===== config.mk =====
export PLATFORM = sky130hd
export DESIGN_NAME = ffsel_top
export DESIGN_NICKNAME = d
export VERILOG_FILES = /design/src/verilog/ffsel_pkg.sv /design/src/verilog/ffsel_top.sv
export VERILOG_INCLUDE_DIRS = /design/src /design/src/verilog
export SDC_FILE = /design/constraint.sdc
export NUM_CORES = 1
export LEC_CHECK = 0
export ABC_AREA = 1
export BUFFER_PORTS_ARGS = -buffer_cell sky130_fd_sc_hd__buf_2
export CAP_MARGIN = 20
export CORE_MARGIN = 2
export CORE_UTILIZATION = 50
export CTS_CLUSTER_DIAMETER = 40
export DETAILED_ROUTE_END_ITERATION = 10
export PLACE_DENSITY = 0.67
export SLEW_MARGIN = 30
export SYNTH_ARGS = -nofsm -noshare
export SYNTH_HDL_FRONTEND = slang
export SYNTH_SLANG_ARGS = --single-unit

===== constraint.sdc =====
create_clock -name mclk_in -period 5 [get_ports mclk_in]
set_input_delay 0.75 -clock mclk_in [delete_from_list [all_inputs] [get_ports mclk_in]]
set_output_delay 0.75 -clock mclk_in [all_outputs]
set_load 0.03 [all_outputs]

===== src/verilog/ffsel_defines.svh =====
// Constants for the fixed frequency setpoint selector: codes, widths, reset values.
// Assumes inclusion by bare name from the package and the design module.
`ifndef FFSEL_DEFINES_SVH
`define FFSEL_DEFINES_SVH

`define FFSEL_FREQ_W         16
`define FFSEL_SLOT_CNT       8
`define FFSEL_FUNC_W         8
`define FFSEL_FUNC_DIRECT_RUN 8'h10
`define FFSEL_FUNC_BINARY_RUN 8'h11
`define FFSEL_METHOD_W       2
`define FFSEL_METHOD_DIRECT  2'h1
`define FFSEL_METHOD_DRUN    2'h2
`define FFSEL_METHOD_BRUN    2'h3
`define FFSEL_SRC_W          4
`define FFSEL_SRC_FIXED      4'h3
`define FFSEL_ROUTE_W        4
`define FFSEL_ROUTE_FIXED    4'h3
`define FFSEL_ROUTE_NONE     4'h0
`define FFSEL_ADDR_W         4
`define FFSEL_ADDR_METHOD    4'h0
`define FFSEL_ADDR_FUNC1     4'h1
`define FFSEL_ADDR_FUNC2     4'h2
`define FFSEL_ADDR_FUNC3     4'h3
`define FFSEL_ADDR_SRC       4'h4
`define FFSEL_ADDR_ALT       4'h5
`define FFSEL_ADDR_MAIN      4'h6
`define FFSEL_ADDR_SUPP      4'h7
`define FFSEL_ADDR_STATUS    4'h8
`define FFSEL_ADDR_SLOT1     4'h9
`define FFSEL_ADDR_SLOT7     4'hF
`define FFSEL_RST_METHOD     2'h1

`endif


===== src/verilog/ffsel_pkg.sv =====
// Types shared by the fixed frequency selector.
// Assumes ffsel_defines.svh is on the include path.
`include "ffsel_defines.svh"
package ffsel_pkg;
    typedef enum logic [1:0] {
        FFSEL_MODE_NONE   = 2'b00,
        FFSEL_MODE_DIRECT = 2'b01,
        FFSEL_MODE_DRUN   = 2'b10,
        FFSEL_MODE_BRUN   = 2'b11
    } ffsel_mode_t;
endpackage : ffsel_pkg


===== src/verilog/ffsel_top.sv =====
// Fixed frequency setpoint selector: slot table, mode decode, setpoint and run outputs.
// Assumes selects arrive synchronous to mclk_in and software uses the plain register port.
// Assumes the package is compiled before this file and the constants header is on
// the include path. The block has no interrupt and no buffering of its own.
//
// The implementer's own choices: the plain strobed port and the placing of the registers.
`timescale 1ns/100ps
`include "ffsel_defines.svh"
module ffsel_top (
    input  wire logic                      mclk_in,          // 10 MHz clock.
    input  wire logic                      reset_n_in,       // Async reset, active low.
    input  wire logic                      select_input_one_in,   // Select signal one.
    input  wire logic                      select_input_two_in,   // Select signal two.
    input  wire logic                      select_input_three_in, // Select signal three.
    input  wire logic [`FFSEL_ADDR_W-1:0]  addr_in,          // Register address.
    input  wire logic [15:0]               wdata_in,         // Write data.
    input  wire logic                      wr_in,            // Write strobe.
    input  wire logic                      rd_in,            // Read strobe.
    output logic      [15:0]               rdata_out,        // Read data, cycle after rd_in.
    output logic      [`FFSEL_FREQ_W-1:0]  effective_preset_output_out, // Effective setpoint.
    output logic                           run_cmd_out,      // Derived run command.
    output logic                           fixed_source_out  // Fixed frequencies feed main route.
);

    // ----------------------------------------------------------------
    // Configuration registers
    // ----------------------------------------------------------------
    logic [`FFSEL_FREQ_W-1:0]   slot_reg [1:7];
    logic [`FFSEL_METHOD_W-1:0] selection_method_code_reg;
    logic [`FFSEL_FUNC_W-1:0]   func_reg [1:3];
    logic [`FFSEL_SRC_W-1:0]    setpoint_source_selector_reg;
    logic [`FFSEL_SRC_W-1:0]    alternate_source_selector_reg;
    logic [`FFSEL_ROUTE_W-1:0]  main_setpoint_route_reg;
    logic [`FFSEL_ROUTE_W-1:0]  supplementary_setpoint_route_reg;
    logic [`FFSEL_FREQ_W-1:0]   setpoint_next;
    logic                       run_next;
    ffsel_pkg::ffsel_mode_t     mode;
    logic [2:0]                 sel;

    // Select vector, input one in the least significant bit. The same vector
    // serves as a direct-mode enable mask and as the binary-mode index, so the
    // bit order matters to both decoders.
    assign sel = {select_input_three_in, select_input_two_in, select_input_one_in};

    // ----------------------------------------------------------------
    // Slot table
    // ----------------------------------------------------------------
    // Programmable slots one to seven; slot zero has no storage and is always 0 Hz.
    // The slot addresses are the top of the map, so anything at or above the
    // first slot address is a slot write. Keeping slot zero out of storage saves
    // a register and makes a stray write unable to give a nonzero idle setpoint.
    always_ff @(posedge mclk_in or negedge reset_n_in) begin
        if (!reset_n_in) begin
            for (int i = 1; i < `FFSEL_SLOT_CNT; i++) begin
                slot_reg[i] <= '0;
            end
        end else if (wr_in && addr_in >= `FFSEL_ADDR_SLOT1) begin
            slot_reg[3'(addr_in - `FFSEL_ADDR_SLOT1) + 3'h1] <= wdata_in;
        end
    end

    // ----------------------------------------------------------------
    // Mode configuration
    // ----------------------------------------------------------------
    // Method code and per-input function codes. The method code resets to
    // direct selection, so a fresh device sums the selected slots at once;
    // the function codes reset to zero, which overrides nothing.
    always_ff @(posedge mclk_in or negedge reset_n_in) begin
        if (!reset_n_in) begin
            selection_method_code_reg <= `FFSEL_RST_METHOD;
            func_reg[1] <= '0;
            func_reg[2] <= '0;
            func_reg[3] <= '0;
        end else if (wr_in) begin
            if (addr_in == `FFSEL_ADDR_METHOD) begin
                selection_method_code_reg <= wdata_in[`FFSEL_METHOD_W-1:0];
            end else if (addr_in == `FFSEL_ADDR_FUNC1) begin
                func_reg[1] <= wdata_in[`FFSEL_FUNC_W-1:0];
            end else if (addr_in == `FFSEL_ADDR_FUNC2) begin
                func_reg[2] <= wdata_in[`FFSEL_FUNC_W-1:0];
            end else if (addr_in == `FFSEL_ADDR_FUNC3) begin
                func_reg[3] <= wdata_in[`FFSEL_FUNC_W-1:0];
            end
        end
    end

    // ----------------------------------------------------------------
    // Setpoint source and routing
    // ----------------------------------------------------------------
    // Source selectors. Writing the main selector rewrites both routes; the
    // alternate selector deliberately leaves the routing alone.
    // The supplementary route is cleared on every main selector write, so a
    // route set up by hand does not survive a later change of source; software
    // that wants both must write the routes after the selector.
    always_ff @(posedge mclk_in or negedge reset_n_in) begin
        if (!reset_n_in) begin
            setpoint_source_selector_reg     <= '0;
            alternate_source_selector_reg    <= '0;
            main_setpoint_route_reg          <= `FFSEL_ROUTE_NONE;
            supplementary_setpoint_route_reg <= `FFSEL_ROUTE_NONE;
        end else if (wr_in) begin
            if (addr_in == `FFSEL_ADDR_SRC) begin
                setpoint_source_selector_reg     <= wdata_in[`FFSEL_SRC_W-1:0];
                main_setpoint_route_reg          <= (wdata_in[`FFSEL_SRC_W-1:0] == `FFSEL_SRC_FIXED) ?
                                                    `FFSEL_ROUTE_FIXED : wdata_in[`FFSEL_ROUTE_W-1:0];
                supplementary_setpoint_route_reg <= `FFSEL_ROUTE_NONE;
            end else if (addr_in == `FFSEL_ADDR_ALT) begin
                alternate_source_selector_reg    <= wdata_in[`FFSEL_SRC_W-1:0];
            end else if (addr_in == `FFSEL_ADDR_MAIN) begin
                main_setpoint_route_reg          <= wdata_in[`FFSEL_ROUTE_W-1:0];
            end else if (addr_in == `FFSEL_ADDR_SUPP) begin
                supplementary_setpoint_route_reg <= wdata_in[`FFSEL_ROUTE_W-1:0];
            end
        end
    end

    // ----------------------------------------------------------------
    // Mode decode: input-one function code wins over the method code.
    // ----------------------------------------------------------------
    // A function code on input one is the quick way to pick a mode, so it takes
    // precedence; method code zero decodes to no mode, which holds the setpoint
    // at zero and the run command low rather than guessing.
    always_comb begin
        if (func_reg[1] == `FFSEL_FUNC_BINARY_RUN) begin
            mode = ffsel_pkg::FFSEL_MODE_BRUN;
        end else if (func_reg[1] == `FFSEL_FUNC_DIRECT_RUN) begin
            mode = ffsel_pkg::FFSEL_MODE_DRUN;
        end else begin
            mode = ffsel_pkg::ffsel_mode_t'(selection_method_code_reg);
        end
    end

    // ----------------------------------------------------------------
    // Setpoint and run
    // ----------------------------------------------------------------
    // Setpoint and run for the current mode. Sums wrap at the field width;
    // software must keep slot sums in range.
    // Direct modes add the enabled slots one to three; binary mode reads one
    // slot by index. In both, no select asserted means no run, so releasing
    // every select always stops the drive whatever the mode.
    always_comb begin
        setpoint_next = '0;
        run_next      = 1'b0;
        case (mode)
            ffsel_pkg::FFSEL_MODE_DIRECT,
            ffsel_pkg::FFSEL_MODE_DRUN: begin
                // Slot i+1 answers select bit i; several selects add up.
                for (int i = 0; i < 3; i++) begin
                    if (sel[i]) begin
                        setpoint_next = setpoint_next + slot_reg[i+1];
                    end
                end
                run_next = (mode == ffsel_pkg::FFSEL_MODE_DRUN) && (sel != 3'h0);
            end
            ffsel_pkg::FFSEL_MODE_BRUN: begin
                // Index zero has no slot register, so it is decoded to 0 Hz here.
                setpoint_next = (sel == 3'h0) ? '0 : slot_reg[sel];
                // Run needs all three inputs set to the binary code, not only input one.
                run_next      = (func_reg[1] == `FFSEL_FUNC_BINARY_RUN) &&
                                (func_reg[2] == `FFSEL_FUNC_BINARY_RUN) &&
                                (func_reg[3] == `FFSEL_FUNC_BINARY_RUN) && (sel != 3'h0);
            end
            default: begin
                setpoint_next = '0;
                run_next      = 1'b0;
            end
        endcase
    end

    // ----------------------------------------------------------------
    // Output registers
    // ----------------------------------------------------------------
    // Registered outputs, one cycle behind any change. Registering costs one
    // cycle of latency but keeps the adder chain off the output pins, so the
    // setpoint never shows a partial sum.
    always_ff @(posedge mclk_in or negedge reset_n_in) begin
        if (!reset_n_in) begin
            effective_preset_output_out <= '0;
            run_cmd_out                 <= 1'b0;
            fixed_source_out            <= 1'b0;
        end else begin
            effective_preset_output_out <= setpoint_next;
            run_cmd_out                 <= run_next;
            fixed_source_out            <= (main_setpoint_route_reg == `FFSEL_ROUTE_FIXED);
        end
    end

    // ----------------------------------------------------------------
    // Register read port
    // ----------------------------------------------------------------
    // Read data stand for one cycle after the strobe and are zero otherwise,
    // so a bus that ORs several slaves' read data sees only this one.
    // Narrow fields sit in the low bits with the upper bits read as zero; the
    // status word shows the run command in bit 15 and the selects in bits 11:9.
    always_ff @(posedge mclk_in or negedge reset_n_in) begin
        if (!reset_n_in) begin
            rdata_out <= '0;
        end else if (rd_in) begin
            if (addr_in == `FFSEL_ADDR_METHOD) begin
                rdata_out <= {14'h0000, selection_method_code_reg};
            end else if (addr_in == `FFSEL_ADDR_FUNC1) begin
                rdata_out <= {8'h00, func_reg[1]};
            end else if (addr_in == `FFSEL_ADDR_FUNC2) begin
                rdata_out <= {8'h00, func_reg[2]};
            end else if (addr_in == `FFSEL_ADDR_FUNC3) begin
                rdata_out <= {8'h00, func_reg[3]};
            end else if (addr_in == `FFSEL_ADDR_SRC) begin
                rdata_out <= {12'h000, setpoint_source_selector_reg};
            end else if (addr_in == `FFSEL_ADDR_ALT) begin
                rdata_out <= {12'h000, alternate_source_selector_reg};
            end else if (addr_in == `FFSEL_ADDR_MAIN) begin
                rdata_out <= {12'h000, main_setpoint_route_reg};
            end else if (addr_in == `FFSEL_ADDR_SUPP) begin
                rdata_out <= {12'h000, supplementary_setpoint_route_reg};
            end else if (addr_in == `FFSEL_ADDR_STATUS) begin
                rdata_out <= {run_cmd_out, 3'h0, sel, 9'h000};
            end else begin
                rdata_out <= slot_reg[3'(addr_in - `FFSEL_ADDR_SLOT1) + 3'h1];
            end
        end else begin
            rdata_out <= '0;
        end
    end

endmodule : ffsel_top


[Word-level counts from Yosys, hierarchy flattened]
Index checks and enable logic that the tools add are counted.
Cells by class
  add/sub/neg operators: 4
  reductions and logical operators: 20
  $lt $le $gt $ge: 4
  equal/unequal tests: 19
  bitwise logic cells: 6
  mux-type cells: 37
Operators by type and width (number)
  2-to-1 mux 16 bit: 21
  bitwise mux 112 bit: 1
  binary-select mux 16 bit (select 3 bit): 2
  demux 16 bit (select 3 bit): 1
  adder 16 bit: 2
  equality test 8 x 5 -> 1 bit, second input constant: 4
  2-to-1 mux 4 bit: 8
  case mux 16 bit (2 select lines): 1
  equality test 4 x 2 -> 1 bit, second input constant: 4
  equality test 4 x 3 -> 1 bit, second input constant: 4
  >= comparator 4 bit, second input constant: 3
  AND reduction 3 bit: 3
  inverter 3 -> 4 bit: 2
  AND reduction 4 bit: 2
  logical AND 1 bit: 6
  AND reduction 5 bit: 1
  equality test 2 bit, second input constant: 2
  equality test 4 x 1 -> 1 bit, second input constant: 1
  equality test 4 bit, second input constant: 1
  logical NOT 4 bit: 1
  < comparator 4 x 1 -> 1 bit, second input constant: 1
  2-to-1 mux 2 bit: 2
  != test 2 bit, second input constant: 2
  inverter 1 bit: 4
  other kinds (9): 11
Storage, ports and cells
  output and inout port bits: 34
  flip-flop bits (word level): 188
  word-level logic and storage cells: 109

[Logic depth before layout (Yosys ltp)]
Gate-level depths: netlist (run 1).
  depth in word-level cells: 16
  gate-level depth with buffers: 28
  gate-level depth less buffers: 25

[Worst setup path before layout (run 1)]
OpenSTA, ideal clock, no wires.
  path kind: input to register
  start: in select_input_one_in
  end: reg effective_preset_output_out[14]
  buffers on the path: 3
  data required time: 4.922 ns
  data arrival time: 3.499 ns
  library setup time: 0.078 ns
  stages on the path: 21
  setup slack: 1.423 ns
  path through: buf_6 -> buf_12 -> clkbuf_1 -> nand2_1 -> inv_1 -> ha_1 -> a21o_1 -> o21bai_1 -> a21oi_1 -> nand3_1 -> nand3_1 -> nand2_1 -> ha_1 -> inv_1 -> nor3_1 -> nand3_1 -> a21oi_1 -> nor2_1 -> a21oi_1 -> nand2_1 -> a21oi_1
On the way
  longest elaborated chain between the ends: 8
RTL lines
  from (decl): line ffsel_top.sv:12  | input wire logic select_input_one_in,
  2-to-1 mux 16 bit: line ffsel_top.sv:149  | if (sel[i]) begin
  2-to-1 mux 16 bit: line ffsel_top.sv:144  | case (mode)
  adder 16 bit: line ffsel_top.sv:150  | setpoint_next = setpoint_next + slot_reg[i+1];
  2-to-1 mux 16 bit: line ffsel_top.sv:149
  2-to-1 mux 16 bit: line ffsel_top.sv:144
  adder 16 bit: line ffsel_top.sv:150
  2-to-1 mux 16 bit: line ffsel_top.sv:149
  case mux 16 bit (2 select lines) *: line ffsel_top.sv:144
  net setpoint_next[14]: line ffsel_top.sv:35  | logic [`FFSEL_FREQ_W-1:0] setpoint_next;
  to (signal assigned): line ffsel_top.sv:182  | effective_preset_output_out <= setpoint_next;
  to (decl): line ffsel_top.sv:20  | output logic [`FFSEL_FREQ_W-1:0] effective_preset_output_out,
The timed path passes the listed nets; every way through them passes the cells marked *. The select of a mux whose other input is x is not followed.
A chain may end at the register's enable or synchronous reset.

[Worst setup path in the final report (run 1)]
Same ends and word-level chain as after synthesis.

==> results by group, run 1 <==
Run status
  – Result of the run: complete, no violations

CTS
  – Largest buffer count on any clock path: 2
  – Clock insertion delay at the later pin of the skew report: approximately 0.44 ns
  – Clock H-tree levels: 4
  – Cts hold-fix bufs: 0
  – Number of buffers inserted by post-CTS setup repair: 0
  – Number of clock sinks: approximately 190
  – Post_cts resized: 0
  – Clock-pin slew on the worst setup and hold paths: approximately 0.080 ns
  – Buffer type at the clock tree root: sky130_fd_sc_hd__clkbuf_16
  – TritonCTS clock tree: yes
  – Total CTS buffers: 17

Layout
  – Area of the multi-input gates: between 0.005 and 0.006 mm^2
  – Register area: roughly 0.0047 mm^2
  – Final #Nets: roughly 1600
  – Area delta synth->final: 9.475%
  – Final antenna diode count: 0
  – Fraction of final layout cells sized beyond drive strength 1: between 10% and 20%
  – Fillers: 2088
  – Post-route standard cell area excluding fillers: approximately 0.012 mm^2
  – Max FFs per register: 112

Timing
  – Max transition margin: 32.78%
  – Worst clock skew on the final layout: a little over 0.007 ns
  – Period utilization: 76.79%
  – Maximum clock frequency: roughly 0.26 GHz
  – Final number of setup-violating endpoints: 0
  – Measured slew at the worst slew-check pin: between 1 and 1.5 ns
  – Final Max Tran Viols: 0
  – Number of failing hold endpoints at the final stage: 0
  – Min Clock Period, post-route: 3.840 ns
  – Setup total negative slack: 0 ns
  – Unrepaired setup endpoints after global routing: false

Critical path
  – Worst Reg2Reg Path Length in Cells: 24
  – Critical path endpoint category: flip-flop
  – Required arrival time at the worst endpoint: ~5.4 ns
  – FF-to-FF Start: slot_reg[97]
  – Worst setup path class: in2reg
  – Reg-to-reg setup timing slack: ~1.5 ns
  – Reg2Reg Capture Point: effective_preset_output_out[15]
  – Critical Path Start Type: input pin
  – Maximum net fanout on the critical path: 28
  – Arrival time at the worst endpoint: 4.20 ns

Synthesis
  – Number of warnings reported in the yosys synthesis log: 0
  – Syn Inst Count: 1500
  – Simple-gate portion of the synthesized area: around a quarter
  – Share of the synthesized area in the top cell type: between 40% and 50%
  – Cells taking the most area after synthesis: sky130_fd_sc_hd__dfrtp_1, sky130_fd_sc_hd__nand2_1, sky130_fd_sc_hd__o21ai_0
  – Async S/R FF share, synth: between 90% and 100%
  – Average size of a mapped cell: 7.386 um^2
  – Netlist area before placement: around 0.011 mm^2
  – Area leader, netlist: sky130_fd_sc_hd__dfrtp_1
  – Cell with the most instances after synthesis: sky130_fd_sc_hd__nand2_1
  – Compound-cell area share of the yosys netlist: a little under a quarter
  – Parity-gate share of the synthesized area counting xor and xnor cells: less than 1%
  – Leading cell types by count after synthesis: sky130_fd_sc_hd__nand2_1, sky130_fd_sc_hd__o21ai_0, sky130_fd_sc_hd__dfrtp_1, sky130_fd_sc_hd__inv_1, sky130_fd_sc_hd__a21oi_1
  – Post-synthesis sequential element count: roughly 190
  – Mux share of post-synthesis cell area: 0%
  – Number of flops mapped to enable cells by yosys: 0
  – Post-synth net total: 1556
  – Proportion of synthesized chip area in sequential cells: between 40% and 50%
  – Ys flop type: sky130_fd_sc_hd__dfrtp_1
  – Distinct cell type count of the synthesized netlist: 53
  – Dominant combinational cell family by area after synthesis: simple AND/OR/NAND/NOR gates
  – Adder-cell share of the synthesized area: under 10%

GRT
  – Largest net degree at the start of global routing: roughly 120
  – First-pass GRT wire length: around 56000 um
  – Total overflow reported by the global router: 0
  – Antenna violations before repair: 0
  – Total track usage: slightly above 30%
  – Via count of the first global-routing pass: roughly 9800

Floorplanning
  – Ports: a little over 60
  – Die boundary width: about 150 um
  – Effective utilization at floorplan: about half
  – Row cnt: 54
  – Die Ht: roughly 150 um
  – Die Area: around 0.023 mm^2
  – Area of the placeable core: ~0.022 mm^2

Routing
  – Number of nets with antenna violations after routing: 0
  – DRC violations left: 0
  – First-pass iteration count of the detailed router: 6
  – Average detailed-routed wire length per instance: around 19 um
  – Number of vias per cell after detailed routing: 5.934
  – DRT Wirelength: about 35000 um
  – Total vias in the final route: 10740
  – Initial drt markers: approximately 1300

Placement
  – Placer congestion estimate: roughly 0.99
  – Detailed placer's ending HPWL: 24650 um
  – Area post-placement: between 0.01 and 0.015 mm^2
  – Quantity of I/O buffers inserted on ports: 60

Job
  – Max cap viols: 0

Power
  – P_leak: between 0.005 and 0.006 uW
  – Total power per unit cell area: just over 400 mW/mm^2
  – Peak ir drop on the vdd network: 0.0002051 V

Hold path
  – Hold Crit Class: in2async
-- cell families after synthesis --
logic type,Yosys count
adders and majority gates,29
and+or+nand+nor,612
DFF,188
xor gates and xnor gates,8
AOI/OAI and AO/OA,447
buffers and inverters,216
-- placed cells by master, fill, tap and decap left out, types with 8 or more instances in the layout --
master                        n
sky130_fd_sc_hd__o211ai_1    16
sky130_fd_sc_hd__nor2_1      84
sky130_fd_sc_hd__nand2_1    370
sky130_fd_sc_hd__o22ai_1     11
sky130_fd_sc_hd__nand3_1     94
sky130_fd_sc_hd__inv_2        9
sky130_fd_sc_hd__nand2_2     18
sky130_fd_sc_hd__inv_1      130
sky130_fd_sc_hd__clkbuf_16   17
sky130_fd_sc_hd__o21ai_1     11
sky130_fd_sc_hd__o21ai_0    242
sky130_fd_sc_hd__nor2_2      10
sky130_fd_sc_hd__nand4_1     11
sky130_fd_sc_hd__a22oi_1     18
sky130_fd_sc_hd__o221ai_1    12
sky130_fd_sc_hd__a21oi_1     99
sky130_fd_sc_hd__nor3_1      11
sky130_fd_sc_hd__dfrtp_1    187
sky130_fd_sc_hd__ha_1        28
sky130_fd_sc_hd__buf_2       59
sky130_fd_sc_hd__buf_4       13
sky130_fd_sc_hd__a211oi_1     8
sky130_fd_sc_hd__a221oi_1     8
-- power breakdown --
part	switching, uW	total [uW]	internal [uW]
registers	265	2090	1820
logic	984	1480	493
clock network	663	1350	688
-- through the flow --
stage	hold slack [ns]	utilization, %	std cells	power [uW]	setup WS, ns
floorplan	0.4251	-	1500	3080	1.423
global route	0.2309	55.75	1810	5214	0.7399
global placement	0.4622	52.90	1777	3520	0.8619
finish	0.2082	55.75	1810	4914	1.160
CTS	0.4754	55.56	1809	4887	1.258
detailed placement	0.4679	52.92	1777	3540	0.8312
-- metal layers --
metal  global-route usage [%]  share of wire, %  wire (um)  vias to the layer above
met1                    47.24                47      16420                     5057
met4                    7.672               1.7        606                        0
met5                        0                 0          0                        -
li1                         -                 -          -                     5101
met3                    6.294               9.7       3411                       44
met2                    42.86                42      14580                      539
-- critical path: stages --
cell and delay, ns:
sky130_fd_sc_hd__buf_2 0.38, sky130_fd_sc_hd__buf_4 0.36, sky130_fd_sc_hd__nand2_1 0.08, sky130_fd_sc_hd__inv_1 0.08, sky130_fd_sc_hd__ha_1 0.22, sky130_fd_sc_hd__nand2_1 0.14, sky130_fd_sc_hd__nor3_1 0.26, sky130_fd_sc_hd__o21ai_0 0.17
sky130_fd_sc_hd__nand3_1 0.10, sky130_fd_sc_hd__nand2_1 0.05, sky130_fd_sc_hd__nand3_1 0.11, sky130_fd_sc_hd__nand2_1 0.07, sky130_fd_sc_hd__ha_1 0.39, sky130_fd_sc_hd__nand2_1 0.10, sky130_fd_sc_hd__nor3_1 0.21, sky130_fd_sc_hd__nand3_1 0.13
sky130_fd_sc_hd__a21oi_1 0.18, sky130_fd_sc_hd__nor2_1 0.05, sky130_fd_sc_hd__a21oi_1 0.15, sky130_fd_sc_hd__nand2_1 0.07, sky130_fd_sc_hd__a21oi_1 0.12
-- final cells by class --
cell class	count	area share, %
sequential	188	38.80
clock inverter	12	0.9697
inverter	140	4.333
tap	280	2.888
timing repair buffer	74	3.590
multi-input combinational	1096	45.66
clock buffer	20	3.765
-- how the worst max path moves through the flow --
| stage | from | end | cells after the start | slack [ns] |
|---|---|---|---|---|
| finish | select_input_one_in | effective_preset_output_out[14] | 21 | 1.16 |
| floorplan | select_input_one_in | effective_preset_output_out[14] | 21 | 1.42 |
| detailed placement | select_input_one_in | effective_preset_output_out[14] | 21 | 0.83 |
| CTS | select_input_one_in | effective_preset_output_out[14] | 21 | 1.26 |
| global route | select_input_one_in | effective_preset_output_out[14] | 21 | 0.74 |
| global placement | select_input_one_in | effective_preset_output_out[14] | 21 | 0.86 |
Power figures use the tool's default switching activity.
==> run 2: changes to the inputs <==
--- a/config.mk
+++ b/config.mk
@@ -6,14 +6,14 @@
 export SDC_FILE = /design/constraint.sdc
 export NUM_CORES = 1
 export LEC_CHECK = 0
-export ABC_AREA = 1
+export ABC_AREA = 0
 export BUFFER_PORTS_ARGS = -buffer_cell sky130_fd_sc_hd__buf_2
 export CAP_MARGIN = 20
 export CORE_MARGIN = 2
 export CORE_UTILIZATION = 50
 export CTS_CLUSTER_DIAMETER = 40
 export DETAILED_ROUTE_END_ITERATION = 10
-export PLACE_DENSITY = 0.67
+export PLACE_DENSITY = 0.7
 export SLEW_MARGIN = 30
 export SYNTH_ARGS = -nofsm -noshare
 export SYNTH_HDL_FRONTEND = slang
==> constraint.sdc (replaced) <==
create_clock -name mclk_in -period 3.4 [get_ports mclk_in]
set_input_delay 0.51 -clock mclk_in [delete_from_list [all_inputs] [get_ports mclk_in]]
set_output_delay 0.51 -clock mclk_in [all_outputs]
set_load 0.03 [all_outputs]
==> results by group, run 2 <==
Synthesis
  – Compound-cell area share of the yosys netlist: between 10 and 15%
  – Number of flops mapped to enable cells by yosys: 0
  – Cells taking the most area after synthesis: sky130_fd_sc_hd__dfrtp_1, sky130_fd_sc_hd__mux2_2, sky130_fd_sc_hd__mux4_2
  – Cell with the most instances after synthesis: sky130_fd_sc_hd__dfrtp_1
  – Distinct cell type count of the synthesized netlist: 78
  – Parity-gate share of the synthesized area counting xor and xnor cells: under 10%
  – Simple-gate portion of the synthesized area: around 10%
  – Leading cell types by count after synthesis: sky130_fd_sc_hd__dfrtp_1, sky130_fd_sc_hd__mux2_2, sky130_fd_sc_hd__nand2_1, sky130_fd_sc_hd__nor2_1, sky130_fd_sc_hd__a21oi_1
  – Async S/R FF share, synth: 100.0%
  – Adder-cell share of the synthesized area: 3.404%
  – Post-synthesis sequential element count: 188
  – Netlist area before placement: about 0.012 mm^2
  – Area leader, netlist: sky130_fd_sc_hd__dfrtp_1
  – Share of the synthesized area in the top cell type: roughly 40%
  – Dominant combinational cell family by area after synthesis: multiplexers
  – Number of warnings reported in the yosys synthesis log: 0
  – Ys flop type: sky130_fd_sc_hd__dfrtp_1
  – Mux share of post-synthesis cell area: 23.75%
  – Proportion of synthesized chip area in sequential cells: around two fifths
  – Post-synth net total: ~1100
  – Average size of a mapped cell: ~11 um^2
  – Syn Inst Count: ~1100

Layout
  – Layout Utilization: between 60% and 70%
  – Max FFs per register: about 110
  – Fraction of final layout cells sized beyond drive strength 1: a little over two fifths
  – Area delta synth->final: 22.51%
  – Post-route standard cell area excluding fillers: between 0.01 and 0.015 mm^2
  – Final standard cell count with taps included and fillers excluded: 1533
  – Final #Nets: around 1300
  – Final antenna diode count: 0
  – Commonest non-fill, non-tap cell in the layout: sky130_fd_sc_hd__dfrtp_1
  – Highest-count cells in the layout ignoring fill and taps: sky130_fd_sc_hd__dfrtp_1, sky130_fd_sc_hd__mux2_2, sky130_fd_sc_hd__buf_4
  – Fillers: roughly 1800

Critical path
  – Cell with the largest stage delay on the worst path: sky130_fd_sc_hd__dfrtp_1
  – Worst Reg2Reg Path Length in Cells: 25
  – Reg-to-reg setup timing slack: -1.31 ns
  – Worst setup path class: reg2reg
  – Max incr delay on CP: 0.40 ns
  – Required arrival time at the worst endpoint: between 3 and 4 ns
  – Arrival time at the worst endpoint: between 5 and 6 ns
  – Worst setup path startpoint: slot_reg[97]
  – Critical Path Start Type: flip-flop
  – Maximum net fanout on the critical path: 4
  – Worst setup endpoint: effective_preset_output_out[15]
  – FF-to-FF Start: slot_reg[97]
  – Critical path endpoint category: flip-flop
  – Reg2Reg Capture Point: effective_preset_output_out[15]

CTS
  – Number of clock sinks: around 190
  – Buffer type at the clock tree root: sky130_fd_sc_hd__clkbuf_16
  – Cts hold-fix bufs: 0
  – Clock H-tree levels: 4
  – TritonCTS clock tree: yes
  – Clock-pin slew on the worst setup and hold paths: approximately 0.08 ns
  – Total CTS buffers: 17
  – Clock insertion delay at the later pin of the skew report: 0.44 ns
  – Largest buffer count on any clock path: 2

Timing
  – Smallest setup slack after layout: -1.309 ns
  – Maximum clock frequency: 0.2123 GHz
  – Min Clock Period, post-route: about 4.7 ns
  – Worst clock skew on the final layout: between 0.008 and 0.009 ns
  – Number of failing hold endpoints at the final stage: 0
  – Measured slew at the worst slew-check pin: 0.7638 ns
  – Final Max Tran Viols: 0
  – Period utilization: 138.5%
  – Max transition margin: between 40 and 50%
  – Unrepaired setup endpoints after global routing: true
  – Final number of setup-violating endpoints: 11

Run status
  – Result of the run: finished, violations left
  – Violated checks: setup timing

Power
  – P_sw: around 3400 uW
  – P_leak: between 0.006 and 0.007 uW
  – Total power per unit cell area: between 600 and 700 mW/mm^2
  – Peak ir drop on the vdd network: roughly 0.00036 V
  – Share of total power in combinational logic: 42.8%
  – Flop pwr share: between 30% and 40%
  – Switching fraction of total power: 36.11%
  – Internal power summed over all cells: 5989 uW
  – Portion of total power attributed to the clock network: between 20% and 30%

Floorplanning
  – Die Ht: about 160 um
  – Die boundary width: between 150 and 200 um
  – Area of the placeable core: ~0.023 mm^2
  – Effective utilization at floorplan: between 50 and 60%
  – Die Area: roughly 0.024 mm^2
  – Ports: 61
  – Row cnt: 55

GRT
  – Antenna violations before repair: 0
  – Via count of the first global-routing pass: about 9000
  – First-pass GRT wire length: around 50000 um
  – Total track usage: 26.78%
  – Total overflow reported by the global router: 0
  – Largest net degree at the start of global routing: 80

Placement
  – Detailed placer's ending HPWL: 22770 um
  – Quantity of I/O buffers inserted on ports: 60
  – Placer congestion estimate: approximately 0.93
  – Cell count after placement: about 1500
  – Area post-placement: between 0.01 and 0.015 mm^2

Routing
  – Average detailed-routed wire length per instance: between 20 and 25 um
  – DRT Wirelength: ~32000 um
  – First-pass iteration count of the detailed router: 5
  – DRC violations left: 0
  – Initial drt markers: around 900
  – Total vias in the final route: ~9500
  – Number of vias per cell after detailed routing: roughly 6.2
  – Number of nets with antenna violations after routing: 0

Job
  – Max cap viols: 0

Hold path
  – Hold Crit Class: in2async
-- run 2: cell types whose count changed in the layout (fill, tap and decap cells not counted), sizes merged, moves of 15 or more --
cell   before  now
buf        74  225
o21ai     253   39
nor3       13   29
mux2        0  168
mux4        0   32
nand2     389   80
inv       147   44
nand3      97    9
a21oi      99   60
nor2       95   80
-- run 2: kinds of logic after synthesis --
group | Yosys count
muxes | 212
buffers and inverters | 112
AOI/OAI and AO/OA | 237
DFF | 188
and+or+nand+nor | 257
adders and majority gates | 31
xor gates and xnor gates | 30
-- run 2: routing by layer --
layer	vias up	GRT usage, %	part of all wire (%)
met5	-	0	0
met4	0	7.558	2.3
met3	55	4.972	6.9
met2	371	41.38	46
met1	4772	38.83	45
li1	4278	-	-
-- run 2: power groups by stage --
stage          Sequential [uW]  Combinational [uW]  Clock [uW]
2_1_floorplan             3210                2230           0
4_1_cts                   3150                3780        2220
3_5_place_dp              3180                3570           0
5_1_grt                   3230                4310        2310
3_3_place_gp              3150                3500           0
6_report                  3170                4010        2190
-- run 2: worst max-delay path, delay by kind of cell, from the launching register on --
kind | cells | cell delay, ns
xor gates and xnor gates | 4 | 0.70
buffers and inverters | 1 | 0.17
and+or+nand+nor | 5 | 0.52
DFF | 1 | 0.40
AOI/OAI and AO/OA | 13 | 2.42
adders and majority gates | 2 | 0.37
-- run 2: final cells by class --
cell class	instances	area, um^2	share of cell area [%]
clock buffers	17	425.4	3.018
well taps	285	356.6	2.530
repair buffers	226	1605	11.39
inverters	35	133.9	0.9498
clock inverters	15	219.0	1.553
multi-input cells	767	6650	47.18
flip-flops and latches	188	4706	33.38
-- run 2: worst min path at each step --
stage | start | end | slack [ns] | depth (start not counted)
5_1_grt | reset_n_in | effective_preset_output_out[15] | 0.10 | 1
2_1_floorplan | reset_n_in | alternate_source_selector_reg[0] | 0.21 | 0
4_1_cts | reset_n_in | effective_preset_output_out[14] | 0.08 | 1
6_report | reset_n_in | effective_preset_output_out[14] | 0.06 | 1
3_5_place_dp | main_setpoint_route_reg[2] | fixed_source_out | 0.49 | 1
3_3_place_gp | supplementary_setpoint_route_reg[2] | supplementary_setpoint_route_reg[2] | 0.49 | 1
-- run 2: per-stage QoR --
| stage | worst slack, ns | setup TNS (ns) | hold slack [ns] | power [uW] |
|---|---|---|---|---|
| 2_1_floorplan | -1.693 | -10.29 | 0.2144 | 5438 |
| 3_3_place_gp | -1.534 | -11.78 | 0.4851 | 6653 |
| 3_5_place_dp | -1.601 | -12.15 | 0.4917 | 6755 |
| 4_1_cts | -1.257 | -8.777 | 0.08438 | 9151 |
| 5_1_grt | -1.483 | -11.44 | 0.1019 | 9845 |
| 6_report | -1.309 | -9.737 | 0.06318 | 9374 |
-- run 2: what timing repair did --
| item | in CTS | in global routing |
|---|---|---|
| pin swaps | 44 | 23 |
| setup endpoints to repair | 11 | 13 |
| gates cloned | 0 | 0 |
| resized for setup | 34 | 24 |
| buffers inserted | 8 | 7 |
